### config.mk
export PLATFORM = sky130hd
export DESIGN_NAME = rpc_conditioner
export DESIGN_NICKNAME = d
export VERILOG_FILES = /design/src/verilog/rpc_pkg.sv /design/src/verilog/rpc_stream_if.sv /design/src/verilog/rpc_skid_buffer.sv /design/src/verilog/rpc_conditioner.sv
export VERILOG_INCLUDE_DIRS = /design/src /design/src/verilog
export SDC_FILE = /design/constraint.sdc
export NUM_CORES = 1
export LEC_CHECK = 0
export BUFFER_PORTS_ARGS = -buffer_cell sky130_fd_sc_hd__buf_2
export CAP_MARGIN = 20
export CORE_UTILIZATION = 50
export CTS_CLUSTER_DIAMETER = 100
export DETAILED_ROUTE_END_ITERATION = 8
export PLACE_DENSITY = 0.67
export SYNTH_ARGS = -nofsm -noshare
export SYNTH_HDL_FRONTEND = slang
export SYNTH_SLANG_ARGS = --single-unit
export TNS_END_PERCENT = 1
### constraint.sdc
create_clock -name clk_sys_i -period 3.28 [get_ports clk_sys_i]
set_input_delay 0.328 -clock clk_sys_i [delete_from_list [all_inputs] [get_ports clk_sys_i]]
set_output_delay 0.328 -clock clk_sys_i [all_outputs]
set_load 0.01 [all_outputs]
### src/verilog/rpc_consts.svh
// Offsets, fields, reset values and timing counts of the receive payload conditioner
//
// How it works
// - Busy flag stays one during an indirect access; new operations are refused.
// - One indirect access lasts 490 ns; busy clears on a clock edge after.
// - Valid address plus command written to address/control starts one operation.
// - Direction zero writes buffer to indirect register, one reads into buffer.
// - Seven-bit indirect address selects 20H to 7FH except 60H; host stays within range.
// - Indirect read places the requested byte in the data buffer after 490 ns.
// - Slot config at 20H-3FH, trunk codes 40H-5FH, signaling nibbles 61H-7FH.
// - Test bit extracts slot to pattern detector, or replaces it with pattern.
// - Extracted and replaced slots each form one continuous pattern stream.
// - Data trunk bit outputs the slot's trunk code, bit 7 most significant.
// - In slave fractional mode the same bit holds the slave clock inactive.
// - Signaling trunk bit outputs the stored ABCD nibble instead of signaling.
// - Milliwatt bit replaces slot; law select zero mu-law, one A-law.
// - Without sign invert, select gives none, even, odd or all bits inverted.
// - With sign invert: MSB; bits 1,2,4,6,8; bits 3,5,7; all but MSB.
// - Only highest-priority operation applies: test extraction, trunk, milliwatt, pattern replacement, inversion.
// - Per-slot functions enable gates every per-slot operation.
`ifndef RPC_CONSTS_SVH
`define RPC_CONSTS_SVH

// Direct register offsets
`define RPC_ADDR_CONFIG      8'h5C
`define RPC_ADDR_STATUS      8'h5D
`define RPC_ADDR_CTRL        8'h5E
`define RPC_ADDR_DATA        8'h5F

// Reset values
`define RPC_RST_CONFIG       8'h00
`define RPC_RST_CTRL         8'h00
`define RPC_RST_DATA         8'h00

// Field positions
`define RPC_STATUS_BUSY_BIT  7
`define RPC_CTRL_DIR_BIT     7
`define RPC_CONFIG_EN_BIT    0
`define RPC_CFG_TEST_BIT     7
`define RPC_CFG_DTRK_BIT     6
`define RPC_CFG_STRK_BIT     5
`define RPC_CFG_MW_BIT       4
`define RPC_CFG_ALAW_BIT     3
`define RPC_CFG_SIGN_BIT     2

// Indirect address ranges
`define RPC_IND_CFG_LO       7'h20
`define RPC_IND_CFG_HI       7'h3F
`define RPC_IND_TRK_LO       7'h40
`define RPC_IND_TRK_HI       7'h5F
`define RPC_IND_SIG_LO       7'h61
`define RPC_IND_SIG_HI       7'h7F

// Operation timing
`define RPC_OP_TIME_NS       490
`define RPC_CLK_PERIOD_NS    40
`define RPC_OP_CYCLES        ((`RPC_OP_TIME_NS + `RPC_CLK_PERIOD_NS - 1) / `RPC_CLK_PERIOD_NS)

`endif

### src/verilog/rpc_pkg.sv
// Types shared by the receive payload conditioner files
package rpc_pkg;

  // Indirect access sequencer
  typedef enum logic [1:0] {
    RPC_ACC_IDLE = 2'b01,
    RPC_ACC_BUSY = 2'b10
  } rpc_acc_state_t;

  // Indirect space regions
  typedef enum logic [1:0] {
    RPC_REG_NONE  = 2'h0,
    RPC_REG_CFG   = 2'h1,
    RPC_REG_TRUNK = 2'h2,
    RPC_REG_SIG   = 2'h3
  } rpc_region_t;

endpackage : rpc_pkg

### src/verilog/rpc_stream_if.sv
// Valid/ready word path between the conditioner and its output buffer
interface rpc_stream_if #(
  parameter int W = 18
);
  logic         s_valid;
  logic         s_ready;
  logic [W-1:0] s_data;
  logic         m_valid;
  logic         m_ready;
  logic [W-1:0] m_data;

  modport fifo (
    input  s_valid, s_data, m_ready,
    output s_ready, m_valid, m_data
  );

  modport user (
    output s_valid, s_data, m_ready,
    input  s_ready, m_valid, m_data
  );
endinterface : rpc_stream_if

### src/verilog/rpc_skid_buffer.sv
// Two-entry buffer that holds conditioned slots while the receiver stalls
module rpc_skid_buffer
  import rpc_pkg::*;
#(
  parameter int W     = 18,
  parameter int DEPTH = 2
) (
  // Clock and reset
  input  wire logic  clk_sys_i,
  input  wire logic  reset_n_i,
  // Word path
  rpc_stream_if.fifo st
);

  localparam int AW = (DEPTH > 1) ? $clog2(DEPTH) : 1;

  logic [W-1:0] mem_ff [DEPTH];
  logic [AW-1:0] wr_ptr_ff;
  logic [AW-1:0] rd_ptr_ff;
  logic [AW:0]   count_ff;
  logic          push;
  logic          pop;

  assign st.s_ready = (count_ff != (AW+1)'(DEPTH));
  assign st.m_valid = (count_ff != '0);
  assign st.m_data  = mem_ff[rd_ptr_ff];
  assign push       = st.s_valid & st.s_ready;
  assign pop        = st.m_valid & st.m_ready;

  always_ff @(posedge clk_sys_i) begin
    if (!reset_n_i) begin
      wr_ptr_ff <= '0;
      rd_ptr_ff <= '0;
      count_ff  <= '0;
    end else begin
      if (push) begin
        wr_ptr_ff <= (wr_ptr_ff == AW'(DEPTH - 1)) ? '0 : wr_ptr_ff + 1'b1;
      end
      if (pop) begin
        rd_ptr_ff <= (rd_ptr_ff == AW'(DEPTH - 1)) ? '0 : rd_ptr_ff + 1'b1;
      end
      if (push && !pop) begin
        count_ff <= count_ff + 1'b1;
      end else if (pop && !push) begin
        count_ff <= count_ff - 1'b1;
      end
    end
  end

  // Storage written by index
  generate
    for (genvar i = 0; i < DEPTH; i++) begin : g_entry
      always_ff @(posedge clk_sys_i) begin
        if (!reset_n_i) begin
          mem_ff[i] <= '0;
        end else if (push && (wr_ptr_ff == AW'(i))) begin
          mem_ff[i] <= st.s_data;
        end
      end
    end
  endgenerate

endmodule // rpc_skid_buffer

### src/verilog/rpc_conditioner.sv
// Receive payload conditioner: indirect register access and per-slot conditioning
`include "rpc_consts.svh"

module rpc_conditioner
  import rpc_pkg::*;
#(
  parameter int SLOTS     = 32,
  parameter int OP_CYCLES = `RPC_OP_CYCLES,
  parameter int DEPTH     = 2
) (
  // Clock and reset
  input  wire logic       clk_sys_i,
  input  wire logic       reset_n_i,
  // Microprocessor port
  input  wire logic [7:0] cpu_addr_i,
  input  wire logic       cpu_wr_i,
  input  wire logic       cpu_rd_i,
  input  wire logic [7:0] cpu_wdata_i,
  output logic      [7:0] cpu_rdata_o,
  // Mode controls from the framer
  input  wire logic       pattern_direction_select_i,
  input  wire logic       slave_fractional_mode_i,
  // Received slot stream
  input  wire logic       in_valid_i,
  output logic            in_ready_o,
  input  wire logic [4:0] in_slot_i,
  input  wire logic [7:0] in_data_i,
  input  wire logic [3:0] in_sig_i,
  // Pattern generator/detector
  input  wire logic [7:0] pattern_gen_detector_data_i,
  output logic            pattern_gen_detector_take_o,
  output logic            pattern_gen_detector_valid_o,
  output logic      [7:0] pattern_gen_detector_data_o,
  // Conditioned stream toward the backplane
  output logic            out_valid_o,
  input  wire logic       out_ready_i,
  output logic      [4:0] out_slot_o,
  output logic      [7:0] receive_serial_data_o,
  output logic      [3:0] receive_signaling_out_o,
  output logic            receive_slave_clock_hold_o
);

  localparam int PW = 18;
  localparam int CW = $clog2(OP_CYCLES + 1);

  ////////////////////////////////////////////////////////////////////////////
  // Decoding helpers

  function automatic rpc_region_t region_of(input logic [6:0] a);
    if (a >= `RPC_IND_CFG_LO && a <= `RPC_IND_CFG_HI) begin
      return RPC_REG_CFG;
    end else if (a >= `RPC_IND_TRK_LO && a <= `RPC_IND_TRK_HI) begin
      return RPC_REG_TRUNK;
    end else if (a >= `RPC_IND_SIG_LO && a <= `RPC_IND_SIG_HI) begin
      return RPC_REG_SIG;
    end else begin
      return RPC_REG_NONE;
    end
  endfunction

  function automatic logic [7:0] invert_mask(input logic sign, input logic [1:0] sel);
    logic [7:0] m;
    m = 8'h00;
    case ({sign, sel})
      3'h0:    m = 8'h00;
      3'h1:    m = 8'h55;
      3'h2:    m = 8'hAA;
      3'h3:    m = 8'hFF;
      3'h4:    m = 8'h80;
      3'h5:    m = 8'hD5;
      3'h6:    m = 8'h2A;
      3'h7:    m = 8'h7F;
      default: m = 8'h00;
    endcase
    return m;
  endfunction

  function automatic logic [7:0] milliwatt_byte(input logic alaw, input logic [2:0] ph);
    logic [7:0] b;
    b = 8'h00;
    case (ph)
      3'h0, 3'h3: b = alaw ? 8'h34 : 8'h1E;
      3'h1, 3'h2: b = alaw ? 8'h21 : 8'h0B;
      3'h4, 3'h7: b = alaw ? 8'hB4 : 8'h9E;
      3'h5, 3'h6: b = alaw ? 8'hA1 : 8'h8B;
      default:    b = 8'h00;
    endcase
    return b;
  endfunction

  ////////////////////////////////////////////////////////////////////////////
  // Direct registers and indirect access sequencer

  rpc_acc_state_t state_ff;
  rpc_acc_state_t nxt_state;
  logic [CW-1:0]  cnt_ff;
  logic [7:0]     ctrl_ff;
  logic [7:0]     data_ff;
  logic           enable_ff;
  logic [7:0]     rdata_ff;
  logic [7:0]     cfg_ff   [SLOTS];
  logic [7:0]     trunk_ff [SLOTS];
  logic [3:0]     sig_ff   [SLOTS];

  wire            busy      = (state_ff == RPC_ACC_BUSY);
  wire            wr_config = cpu_wr_i && (cpu_addr_i == `RPC_ADDR_CONFIG);
  wire            wr_ctrl   = cpu_wr_i && (cpu_addr_i == `RPC_ADDR_CTRL);
  wire            wr_data   = cpu_wr_i && (cpu_addr_i == `RPC_ADDR_DATA);
  wire [7:0]      rst_config = `RPC_RST_CONFIG;
  wire rpc_region_t new_reg = region_of(cpu_wdata_i[6:0]);
  wire rpc_region_t cur_reg = region_of(ctrl_ff[6:0]);
  wire [4:0]      ind_idx   = ctrl_ff[4:0];
  wire            ind_read  = ctrl_ff[`RPC_CTRL_DIR_BIT];
  // start only when idle and in range
  wire            start     = wr_ctrl && !busy && (new_reg != RPC_REG_NONE);
  // completion after the full cycle count
  wire            done      = busy && (cnt_ff == '0);
  wire            ind_wr    = done && !ind_read;
  wire [7:0]      ind_rd_val =
      (cur_reg == RPC_REG_CFG)   ? cfg_ff[ind_idx]   :
      (cur_reg == RPC_REG_TRUNK) ? trunk_ff[ind_idx] :
      (cur_reg == RPC_REG_SIG)   ? {4'h0, sig_ff[ind_idx]} : 8'h00;

  always_comb begin
    nxt_state = state_ff;
    case (state_ff)
      RPC_ACC_IDLE: begin
        if (start) begin
          nxt_state = RPC_ACC_BUSY;
        end
      end
      RPC_ACC_BUSY: begin
        if (done) begin
          nxt_state = RPC_ACC_IDLE;
        end
      end
      default: nxt_state = RPC_ACC_IDLE;
    endcase
  end

  always_ff @(posedge clk_sys_i) begin
    if (!reset_n_i) begin
      state_ff <= RPC_ACC_IDLE;
      cnt_ff   <= '0;
    end else begin
      state_ff <= nxt_state;
      // one operation cycle of clock counts
      if (start) begin
        cnt_ff <= CW'(OP_CYCLES - 1);
      end else if (busy && cnt_ff != '0) begin
        cnt_ff <= cnt_ff - 1'b1;
      end
    end
  end

  always_ff @(posedge clk_sys_i) begin
    if (!reset_n_i) begin
      ctrl_ff   <= `RPC_RST_CTRL;
      enable_ff <= rst_config[`RPC_CONFIG_EN_BIT];
    end else begin
      if (wr_ctrl && !busy) begin
        ctrl_ff <= cpu_wdata_i;
      end
      if (wr_config) begin
        enable_ff <= cpu_wdata_i[`RPC_CONFIG_EN_BIT];
      end
    end
  end

  always_ff @(posedge clk_sys_i) begin
    if (!reset_n_i) begin
      data_ff <= `RPC_RST_DATA;
    end else if (done && ind_read) begin
      // read result lands in the buffer
      data_ff <= ind_rd_val;
    end else if (wr_data) begin
      data_ff <= cpu_wdata_i;
    end
  end

  // indirect write into the addressed table entry
  generate
    for (genvar i = 0; i < SLOTS; i++) begin : g_slot
      always_ff @(posedge clk_sys_i) begin
        if (!reset_n_i) begin
          cfg_ff[i]   <= 8'h00;
          trunk_ff[i] <= 8'h00;
          sig_ff[i]   <= 4'h0;
        end else if (ind_wr && ind_idx == 5'(i)) begin
          if (cur_reg == RPC_REG_CFG) begin
            cfg_ff[i] <= data_ff;
          end
          if (cur_reg == RPC_REG_TRUNK) begin
            trunk_ff[i] <= data_ff;
          end
          if (cur_reg == RPC_REG_SIG) begin
            sig_ff[i] <= data_ff[3:0];
          end
        end
      end
    end
  endgenerate

  // Read-back of direct registers; unmapped offsets read zero
  wire [7:0] rd_mux =
      (cpu_addr_i == `RPC_ADDR_CONFIG) ? {7'h00, enable_ff} :
      (cpu_addr_i == `RPC_ADDR_STATUS) ? {busy, 7'h00}      :
      (cpu_addr_i == `RPC_ADDR_CTRL)   ? ctrl_ff            :
      (cpu_addr_i == `RPC_ADDR_DATA)   ? data_ff            : 8'h00;

  always_ff @(posedge clk_sys_i) begin
    if (!reset_n_i) begin
      rdata_ff <= 8'h00;
    end else if (cpu_rd_i) begin
      rdata_ff <= rd_mux;
    end
  end

  assign cpu_rdata_o = rdata_ff;

  ////////////////////////////////////////////////////////////////////////////
  // Per-slot conditioning

  rpc_stream_if #(.W(PW)) buf_if ();

  logic [2:0] mw_phase_ff;
  logic       det_valid_ff;
  logic [7:0] det_data_ff;

  wire [7:0] slot_cfg = cfg_ff[in_slot_i];
  // master gate of every per-slot function
  wire       en       = enable_ff;
  wire       test_on  = en && slot_cfg[`RPC_CFG_TEST_BIT];
  wire       extract  = test_on && !pattern_direction_select_i;
  wire       replace  = test_on && pattern_direction_select_i;
  wire       trunk_on = en && slot_cfg[`RPC_CFG_DTRK_BIT];
  wire       mw_on    = en && slot_cfg[`RPC_CFG_MW_BIT];
  wire       use_trunk = !extract && trunk_on;
  wire       use_mw    = !extract && !trunk_on && mw_on;
  wire       use_prbs  = !extract && !trunk_on && !mw_on && replace;
  wire       use_inv   = en && !extract && !trunk_on && !mw_on && !replace;
  wire       push      = in_valid_i && buf_if.s_ready;
  wire [7:0] inv_data  = in_data_i ^ invert_mask(slot_cfg[`RPC_CFG_SIGN_BIT], slot_cfg[1:0]);
  wire [7:0] mw_data   = milliwatt_byte(slot_cfg[`RPC_CFG_ALAW_BIT], mw_phase_ff);
  wire [7:0] cond_data =
      use_trunk ? trunk_ff[in_slot_i]          :
      use_mw    ? mw_data                      :
      use_prbs  ? pattern_gen_detector_data_i  :
      use_inv   ? inv_data                     : in_data_i;
  wire [3:0] cond_sig  = (en && slot_cfg[`RPC_CFG_STRK_BIT]) ? sig_ff[in_slot_i] : in_sig_i;
  // slave clock held for a data-trunked slot in fractional mode
  wire       clk_hold  = slave_fractional_mode_i && trunk_on;

  assign buf_if.s_valid = in_valid_i;
  assign buf_if.s_data  = {clk_hold, cond_sig, cond_data, in_slot_i};
  assign buf_if.m_ready = out_ready_i;
  assign in_ready_o     = buf_if.s_ready;

  // one generator byte per replaced slot keeps the stream continuous
  assign pattern_gen_detector_take_o = push && use_prbs;

  always_ff @(posedge clk_sys_i) begin
    if (!reset_n_i) begin
      mw_phase_ff  <= 3'h0;
      det_valid_ff <= 1'b0;
      det_data_ff  <= 8'h00;
    end else begin
      if (push && use_mw) begin
        mw_phase_ff <= mw_phase_ff + 3'h1;
      end
      // extracted slots concatenate toward the detector
      det_valid_ff <= push && extract;
      if (push && extract) begin
        det_data_ff <= in_data_i;
      end
    end
  end

  assign pattern_gen_detector_valid_o = det_valid_ff;
  assign pattern_gen_detector_data_o  = det_data_ff;

  rpc_skid_buffer #(
    .W     (PW),
    .DEPTH (DEPTH)
  ) u_buf (
    .clk_sys_i (clk_sys_i),
    .reset_n_i (reset_n_i),
    .st        (buf_if.fifo)
  );

  assign out_valid_o                = buf_if.m_valid;
  assign out_slot_o                 = buf_if.m_data[4:0];
  assign receive_serial_data_o      = buf_if.m_data[12:5];
  assign receive_signaling_out_o    = buf_if.m_data[16:13];
  assign receive_slave_clock_hold_o = buf_if.m_data[17];

endmodule // rpc_conditioner

Word-level counts from Yosys, hierarchy flattened
Memory sizes are Yosys's and may differ from the RTL's. A register that Yosys moved wholly into a read port is not among the register bits.
Index checks and enable logic that the tools add are counted.
Widths: inputs -> output; s select.
- word-level logic and storage cells: 722
- bits in read-only memories: 64
- input port bits: 49
- bits in writable memories: 676
- output and inout bits: 38
- register bits after elaboration: 47
- memories kept: 5
- memories (name ; words ; bits a word ; rd ports ; clocked after Yosys merged registers in ; wr ports ; line ; RTL):
    cfg_ff ; 32 ; 8 ; 2 ; 1 ; 32 ; rpc_conditioner.sv:101 ; logic [7:0] cfg_ff [SLOTS];
    trunk_ff ; 32 ; 8 ; 2 ; 1 ; 32 ; rpc_conditioner.sv:102 ; logic [7:0] trunk_ff [SLOTS];
    sig_ff ; 32 ; 4 ; 2 ; 1 ; 32 ; rpc_conditioner.sv:103 ; logic [3:0] sig_ff [SLOTS];
    (name not given) ; 8 ; 8 ; 1 ; 0 ; 0 ; rpc_conditioner.sv:64 ; case ({sign, sel})
    u_buf.mem_ff ; 2 ; 18 ; 1 ; 1 ; 2 ; rpc_skid_buffer.sv:17 ; logic [W-1:0] mem_ff [DEPTH];
- multiplexer cells: 438
- equality and inequality tests: 50
- $lt $le $gt $ge: 12
- add/subtract/negate cells: 6
- reduce and logical (&&, ||, !) cells: 95
- bitwise operators: 103
- operator list (kind ; number):
    $mux 8 ; 76
    $mux 1 ; 302
    $mux 4 ; 36
    $or 1x1->1 ; 98
    $eq 5x5->1 const B ; 16
    $logic_and 1x1->1 ; 71
    $eq 5x4->1 const B ; 8
    $mux 18 ; 2
    $eq 8x7->1 const B ; 4
    $pmux 8 s4 ; 1
    $mux 5 ; 6
    $ge 7x7->1 const B ; 4
    $le 7x7->1 const B ; 4
    $mux 6 ; 4
    $eq 5x3->1 const B ; 4
    $mux 2 ; 10
    $ge 7x6->1 const B ; 2
    $le 7x6->1 const B ; 2
    $eq 3x3->1 const B ; 4
    $eq 5x2->1 const B ; 2
    $reduce_bool 2->1 ; 5
    $reduce_or 2->1 ; 5
    $logic_not 1->1 ; 9
    $xor 8x8->8 ; 1
    20 further kinds ; 28

Logic depth before layout (Yosys ltp)
Gate-level depths: netlist of run 1.
An unclocked memory read counts as a cell.
- depth in word-level cells: 13
- depth in mapped cells: 13
- mapped depth without buffers: 10

Modules after synthesis
A second synthesis of run 1 with hierarchy kept.
- cells, all modules: 2730
- area, all modules: 39340.2 sq um
- modules (own cells, without submodules) (module ; cells an instance ; seq. area each (sq um) ; times used ; area each (sq um)):
    rpc_conditioner ; 2590 ; 20179.4 ; 1 ; 37562.3
    rpc_skid_buffer ; 140 ; 1181.1 ; 1 ; 1778.0

Worst setup path before layout of run 1
OpenSTA, ideal clock, no wires.
- path type: in2reg
- start point: input port in_slot_i[0]
- end point: memory u_buf.mem_ff[0][5] (data pin)
- library setup time: 0.260 ns
- setup slack: 0.288 ns
- data required time: 3.020 ns
- stages on the path: 10
- buffers on the path: 3
- arrival: 2.733 ns
- cell sequence: buf_2 -> buf_6 -> buf_1 -> mux4_2 -> mux4_2 -> mux2_2 -> nand2_1 -> a21oi_1 -> a21oi_1 -> nor2_1
- RTL lines (element ; line ; RTL):
    start, declared ; rpc_conditioner.sv:26 ; input wire logic [4:0] in_slot_i,
    end, declared ; rpc_skid_buffer.sv:17 ;

==> results.json, run 1 <==
{
  "drc": 0,
  "cts_root_buf": "clkbuf_16",
  "ant_nets": 0,
  "core-area_um2": 77500,
  "p_clk_frac": 0.413,
  "wirelength_um": 121000,
  "final_nets": 2995,
  "synthTopCellsByArea": "edfxtp_1 (52%), mux4_2 (22%), and2_1 (8.3%)",
  "synth_ff_type": "edfxtp_1",
  "drv_slew": 0,
  "worstMarginPinSlew_ns": 1.08,
  "fmax_mhz": 307,
  "critPathSlowestCell": "mux4_2",
  "path_class": "flip-flop to primary output",
  "total_power_w": 0.0219,
  "die_y_um": 282,
  "netSwitchingFraction": 0.231,
  "finalSetupTns_ns": 0,
  "die_w_um": 282,
  "synth_top_cell_area_share": 0.518,
  "finClkSkew_ns": 0.0344,
  "overflow": 0,
  "outcome": "finished, final reports clean",
  "critical_path_buf_inv_count": 2,
  "cts_made_buffers": 79,
  "maxCapViolCount": 0,
  "ys_seq_area_frac": 0.545,
  "dr.pass1.iters": 6,
  "synthCells": 2703,
  "clk_pin_slew_ns": 0.06,
  "grtUsageTotal": 0.309,
  "crit_cells": 8,
  "nFillCells": 5965,
  "regArea_um2": 21400,
  "drive_gt1_frac": 0.310,
  "p_leak_nw": 16.1,
  "ff2ff_path_depth": 10,
  "dp.final_hpwl_um": 85100,
  "cts_max_level": 3,
  "area_growth_pct": 15.4,
  "portBuffers": 86,
  "grt_setup_unrepaired": "yes",
  "io-pin-count": 87,
  "max_stage_delay_ns": 0.47,
  "avgSynthCellArea_um2": 14.5,
  "multi_input_area_um2": 16800,
  "power.internal_w": 0.0169,
  "share_seq_of_total_power": 0.495,
  "cts_max_path_buffers": 3,
  "p_sw_w": 0.00508,
  "crit_path_start_kind": "flip-flop",
  "path_cells": "mux4_2, mux2i_1, buf_4, a22oi_1, nand4_1, nand2_1, nor2_1, buf_2",
  "ys_seq_elements": 729,
  "synth_area_um2": 39200,
  "async_reset_ff_frac": 0,
  "power_frac_comb": 0.091,
  "avgViaCountPerCell": 6.40,
  "initial_core_util": 0.506,
  "wl_per_cell_um": 30.0,
  "yosys.area.top_type": "edfxtp_1",
  "gp_congestion": 0.957,
  "grt_pass1_vias": 25600,
  "antenna_found_initial": 7,
  "num_vias": 25900,
  "slew_headroom": 0.277,
  "powerDensity_nw_per_um2": 486,
  "clock-sinks": 729,
  "die_area_um2": 79500,
  "grt_pass1_wl_um": 176000,
  "fin_crit_ns": 3.25,
  "drt_iter0_markers": 3146,
  "pre_cts_ws_ns": -0.113,
  "required_ns": 2.95,
  "finalHoldViolCount": 0,
  "yosysUniqueCellTypes": 63,
  "setup_violations": 0,
  "hp-class": "input port to flip-flop",
  "whs_ns": 0.0336,
  "row_count": 102,
  "synth-edff-count": 676,
  "ir_worst_vdd_mv": 0.380,
  "grt_start_max_net_pins": 125,
  "cp.arrival_ns": 2.92,
  "cp_top_family": "simple AND/OR/NAND/NOR gates",
  "yosysWarnings": 0,
  "end_kind": "primary output",
  "min_path_cells": 3,
  "worst_slack_ns": 0.0271,
  "cp_max_fo": 5,
  "tritoncts": "done",
  "clk_latency_ns": 0.64,
  "min_period_over_period": 0.992
}
cells in the final DEF (no fill, tap or decap), types with 8 or more instances in the layout:
cell type | synthesis | final
a211oi_1 | 9 | 9
a21oi_1 | 34 | 34
a22oi_1 | 15 | 15
and2_1 | 522 | 522
and3_1 | 126 | 126
buf_12 | 1 | 25
buf_2 | 38 | 83
buf_4 | 5 | 271
bufinv_16 | 0 | 9
clkbuf_1 | 169 | 15
clkbuf_16 | 0 | 82
clkinv_1 | 1 | 24
clkinv_2 | 0 | 8
dfxtp_1 | 53 | 40
dfxtp_2 | 0 | 11
edfxtp_1 | 676 | 676
ha_1 | 8 | 8
inv_1 | 12 | 11
mux2_2 | 32 | 31
mux2i_1 | 84 | 84
mux4_2 | 378 | 378
nand2_1 | 67 | 67
nand2b_1 | 9 | 9
nand3_1 | 24 | 24
nor2_1 | 192 | 190
nor2b_1 | 9 | 9
nor3_1 | 14 | 14
o21ai_0 | 116 | 114
metrics by stage:
step                instance area (um^2)  instances  utilization
finish                             45200       4043        0.583
global placement                   42500       3891        0.549
CTS                                45200       4042        0.583
detailed placement                 42500       3891        0.549
global route                       45200       4042        0.583
floorplan                          39200       2706            -
path summary, 6_finish.rpt:
| path | startpoint | endpoint | slack (ns) |
|---|---|---|---|
| worst max-delay path | cfg_ff[26][4] | pattern_gen_detector_take_o | 0.03 |
| worst min-delay path | in_sig_i[3] | u_buf.mem_ff[1][16] | 0.03 |
| worst max register to register | cnt_ff[0] | cfg_ff[14][3] | 0.11 |
| worst min register to register | pattern_gen_detector_data_o[5] | pattern_gen_detector_data_o[5] | 0.46 |
metal layers:
| metal | GRT usage | part of all wire |
|---|---|---|
| met3 | 0.0735 | 0.11 |
| met1 | 0.408 | 0.37 |
| met5 | 0 | 0.0012 |
| met4 | 0.141 | 0.046 |
| met2 | 0.487 | 0.47 |
kinds of logic after synthesis:
logic type	share of synthesized area
AND/OR/NAND/NOR	0.141
flip-flops	0.545
multiplexers	0.248
buffers and inverters	0.0273
AO/OA/AOI/OAI	0.0340
XOR/XNOR	0.00201
adder cells (fa/ha/maj)	0.00256
other	0.0000957
cell usage after synthesis, drive strengths merged (32+ instances only):
cell / count
nor2: 192
buf: 67
mux4: 378
mux2i: 84
o21ai: 116
clkbuf: 169
mux2: 32
edfxtp: 676
and2: 522
and3: 126
dfxtp: 53
nand2: 67
a21oi: 34
registers in the layout, indices dropped and copies added (netlist names), named ones only:
signal and cells:
u_buf.rd_ptr_ff 1, data_ff 8, u_buf.mem_ff 36, cnt_ff 4, u_buf.wr_ptr_ff 1, sig_ff 128, cpu_rdata_o 8, pattern_gen_detector_data_o 8
mw_phase_ff 3, pattern_gen_detector_valid_o 1, cfg_ff 256, ctrl_ff 8, u_buf.count_ff 2, en 1, state_ff 2, trunk_ff 256
power groups by stage:
stage / registers (W) / clock network [W] / logic [W]
CTS: 0.0109 / 0.00915 / 0.00199
global route: 0.0109 / 0.00947 / 0.00209
detailed placement: 0.0111 / 0 / 0.00197
finish: 0.0109 / 0.00907 / 0.00201
global placement: 0.0110 / 0 / 0.00195
floorplan: 0.0109 / 0 / 0.00121
tightest hold or removal path, cell delays in order:
cell and delay, ns:
buf_2 0.08, a21oi_1 0.07, nor2_1 0.08
layout make-up:
class	instances	share of cell area
Clock inverter	46	0.0103
Timing Repair Buffer	387	0.0672
Tap cell	1040	0.0288
Clock buffer	99	0.0473
Antenna cell	1	0.0000554
Multi-Input combinational cell	1726	0.372
Inverter	15	0.00125
Sequential cell	729	0.473
what timing repair did:
item                                   CTS  global route
setup endpoints to repair                1            10
endpoints found under the hold margin    6             0
hold buffers                             6             0
resized for setup                        5             3
pin swaps                                2             0
buffers inserted                         1             0
(Power assumes the default switching activity.)
==> run 2: changes to the inputs <==
--- a/config.mk
+++ b/config.mk
@@ -14,5 +14,6 @@
 export PLACE_DENSITY = 0.67
 export SYNTH_ARGS = -nofsm -noshare
 export SYNTH_HDL_FRONTEND = slang
+export SYNTH_HIERARCHICAL = 1
 export SYNTH_SLANG_ARGS = --single-unit
 export TNS_END_PERCENT = 1
==> results.json, run 2 <==
{
  "ys_seq_area_frac": 0.543,
  "reg.largest.list": "cfg_ff x256, trunk_ff x256, sig_ff x128",
  "worst_slack_ns": -0.0289,
  "cts_max_level": 3,
  "path_class": "flip-flop to flip-flop",
  "area_growth_pct": 13.8,
  "power.internal_w": 0.0166,
  "fmax_mhz": 302,
  "clk_pin_slew_ns": 0.06,
  "yosys.area.top_type": "edfxtp_1",
  "placed_area_um2": 42100,
  "maxCapViolCount": 0,
  "required_ns": 3.78,
  "worstMarginPinSlew_ns": 0.943,
  "reg2reg_to": "cfg_ff[27][1]",
  "core-area_um2": 77600,
  "timing.rr.start": "cnt_ff[0]",
  "total_power_w": 0.0218,
  "avgSynthCellArea_um2": 14.4,
  "rrSetupSlack_ns": -0.03,
  "regArea_um2": 21400,
  "hp-start": "cpu_rd_i",
  "ir_worst_vdd_mv": 0.365,
  "cp-endpoint": "cfg_ff[27][1]",
  "tritoncts": "done",
  "cts_made_buffers": 77,
  "initial_core_util": 0.507,
  "row_count": 102,
  "hp-class": "input port to flip-flop",
  "ant_nets": 0,
  "antenna_found_initial": 3,
  "clock-sinks": 729,
  "share_seq_of_total_power": 0.499,
  "synth_top_cell_area_share": 0.516,
  "cts_root_buf": "clkbuf_16",
  "drt_iter0_markers": 4071,
  "yosysWarnings": 6,
  "outcome": "finished with violations",
  "startpoint": "cnt_ff[0]",
  "die_area_um2": 79800,
  "multi_input_area_um2": 16900,
  "avgViaCountPerCell": 6.60,
  "clk_latency_ns": 0.65,
  "overflow": 0,
  "violations": "setup timing",
  "synth_ff_type": "edfxtp_1",
  "finalHoldViolCount": 0,
  "p_leak_nw": 15.8,
  "final_common_cell": "edfxtp_1",
  "grt_start_max_net_pins": 124,
  "grt_pass1_vias": 25700,
  "slew_headroom": 0.370,
  "stdcell_area_um2": 44800,
  "drv_slew": 0,
  "final_nets": 2939,
  "fin_util": 0.577,
  "grt_pass1_wl_um": 179000,
  "die_y_um": 283,
  "drive_gt1_frac": 0.296,
  "dp.final_hpwl_um": 87200,
  "dr.pass1.iters": 6,
  "synthTopCellsByCount": "edfxtp_1 (676), and2_1 (519), mux4_2 (372)",
  "drc": 0,
  "cp_max_fo": 8,
  "nFillCells": 6066,
  "p_clk_frac": 0.408,
  "netSwitchingFraction": 0.236,
  "min_period_over_period": 1.01,
  "end_kind": "flip-flop",
  "io-pin-count": 87,
  "ff2ff_path_depth": 10,
  "synth_most_common_cell": "edfxtp_1",
  "grtUsageTotal": 0.314,
  "fin_crit_ns": 3.31,
  "setup_violations": 20,
  "final_cell_mix": "edfxtp_1 (676), and2_1 (519), mux4_2 (372)",
  "synth-edff-count": 676,
  "cts_max_path_buffers": 3,
  "synthCells": 2730,
  "powerDensity_nw_per_um2": 487,
  "synth_area_um2": 39300,
  "cp.arrival_ns": 3.81,
  "crit_path_start_kind": "flip-flop",
  "die_w_um": 283,
  "portBuffers": 86,
  "ys_seq_elements": 729,
  "synthTopCellsByArea": "edfxtp_1 (52%), mux4_2 (21%), and2_1 (8.3%)",
  "grt_setup_unrepaired": "yes",
  "p_sw_w": 0.00515,
  "wirelength_um": 123000,
  "finClkSkew_ns": 0.0383,
  "power_frac_comb": 0.093,
  "num_vias": 26300,
  "gp_congestion": 0.943,
  "yosysUniqueCellTypes": 68,
  "wl_per_cell_um": 30.9,
  "async_reset_ff_frac": 0
}
run 2: cell types whose count changed in the layout (fill, tap and decap cells not counted), sizes merged, moves of 5 or more:
| cell | previous run | this run |
|---|---|---|
| a21oi | 34 | 18 |
| a22oi | 16 | 6 |
| buf | 381 | 310 |
| clkbuf | 99 | 104 |
| clkinv | 35 | 26 |
| dlygate4sd3 | 6 | 1 |
| mux2i | 84 | 94 |
| mux4 | 378 | 372 |
| nand2 | 67 | 93 |
| nand3 | 24 | 18 |
| nor4 | 3 | 8 |
| o22ai | 5 | 13 |
| o31a | 2 | 7 |
run 2: per-stage QoR:
step / cells / setup TNS (ns) / setup slack [ns] / hold WS (ns)
finish: 3984 / -0.318 / -0.0289 / 0.0235
floorplan: 2733 / 0 / 0.300 / 0.450
global placement: 3839 / 0 / 0.0407 / 0.454
detailed placement: 3840 / 0 / 0.0308 / 0.474
global route: 3981 / -0.870 / -0.0999 / 0.0359
CTS: 3980 / 0 / 0.0582 / 0.00320
run 2: critical path, stage by stage, from the launching register on:
cell and delay [ns]:
dfxtp_1 0.33, inv_1 0.09, ha_1 0.15, nor3b_1 0.36, buf_4 0.20, nand4b_1 0.28, nor2_1 0.39, nand2_1 0.47
buf_4 0.33, nor2_1 0.39, and2_1 0.20
run 2: cell families (layout without fill, tap and decap cells):
group / after synthesis / in the layout / synth area share
flip-flops: 729 / 729 / 0.543
other: 1 / 7 / 0.0000953
buffers and inverters: 252 / 460 / 0.0287
AO/OA/AOI/OAI: 204 / 204 / 0.0324
XOR/XNOR: 8 / 8 / 0.00178
AND/OR/NAND/NOR: 1030 / 1030 / 0.145
multiplexers: 498 / 498 / 0.246
adder cells (fa/ha/maj): 8 / 8 / 0.00254
run 2: worst min path at each step:
stage                     end  slack, ns  cells after the start
5_1_grt        cpu_rdata_o[7]       0.04                      3
3_5_place_dp   cpu_rdata_o[7]       0.47                      2
3_3_place_gp   cpu_rdata_o[7]       0.45                      2
2_1_floorplan       flip-flop       0.45                      1
6_report       cpu_rdata_o[7]       0.02                      3
4_1_cts        cpu_rdata_o[7]      0.003                      3
run 2: layer usage:
layer  part of all wire  GRT usage  up-vias
li1                   -          -    10800
met1               0.38      0.426    13500
met2               0.46      0.483     1690
met3               0.11     0.0709      317
met4              0.051      0.147        6
met5            0.00030          0        -
run 2: area by class of cell:
class                      count  area share
inverter                      11    0.000923
multi-input combinational   1752       0.378
sequential                   729       0.478
clock buffer                 104      0.0490
tap                         1040      0.0291
timing repair buffer         311      0.0568
antenna                        3    0.000168
clock inverter                34     0.00808
run 2: power by group through the flow:
stage               clock (W)  sequential [W]  combinational, W
detailed placement          0          0.0111           0.00200
global placement            0          0.0110           0.00197
finish                0.00889          0.0109           0.00203
floorplan                   0          0.0109           0.00124
CTS                   0.00895          0.0109           0.00201
global route          0.00930          0.0109           0.00211
run 2: repair_timing:
item                                   CTS  global route
endpoints found under the hold margin    1             0
pin swaps                                1             0
gates resized for setup                  3            19
buffers inserted                         1             0
setup endpoints to repair                1           143
hold buffers                             1             0
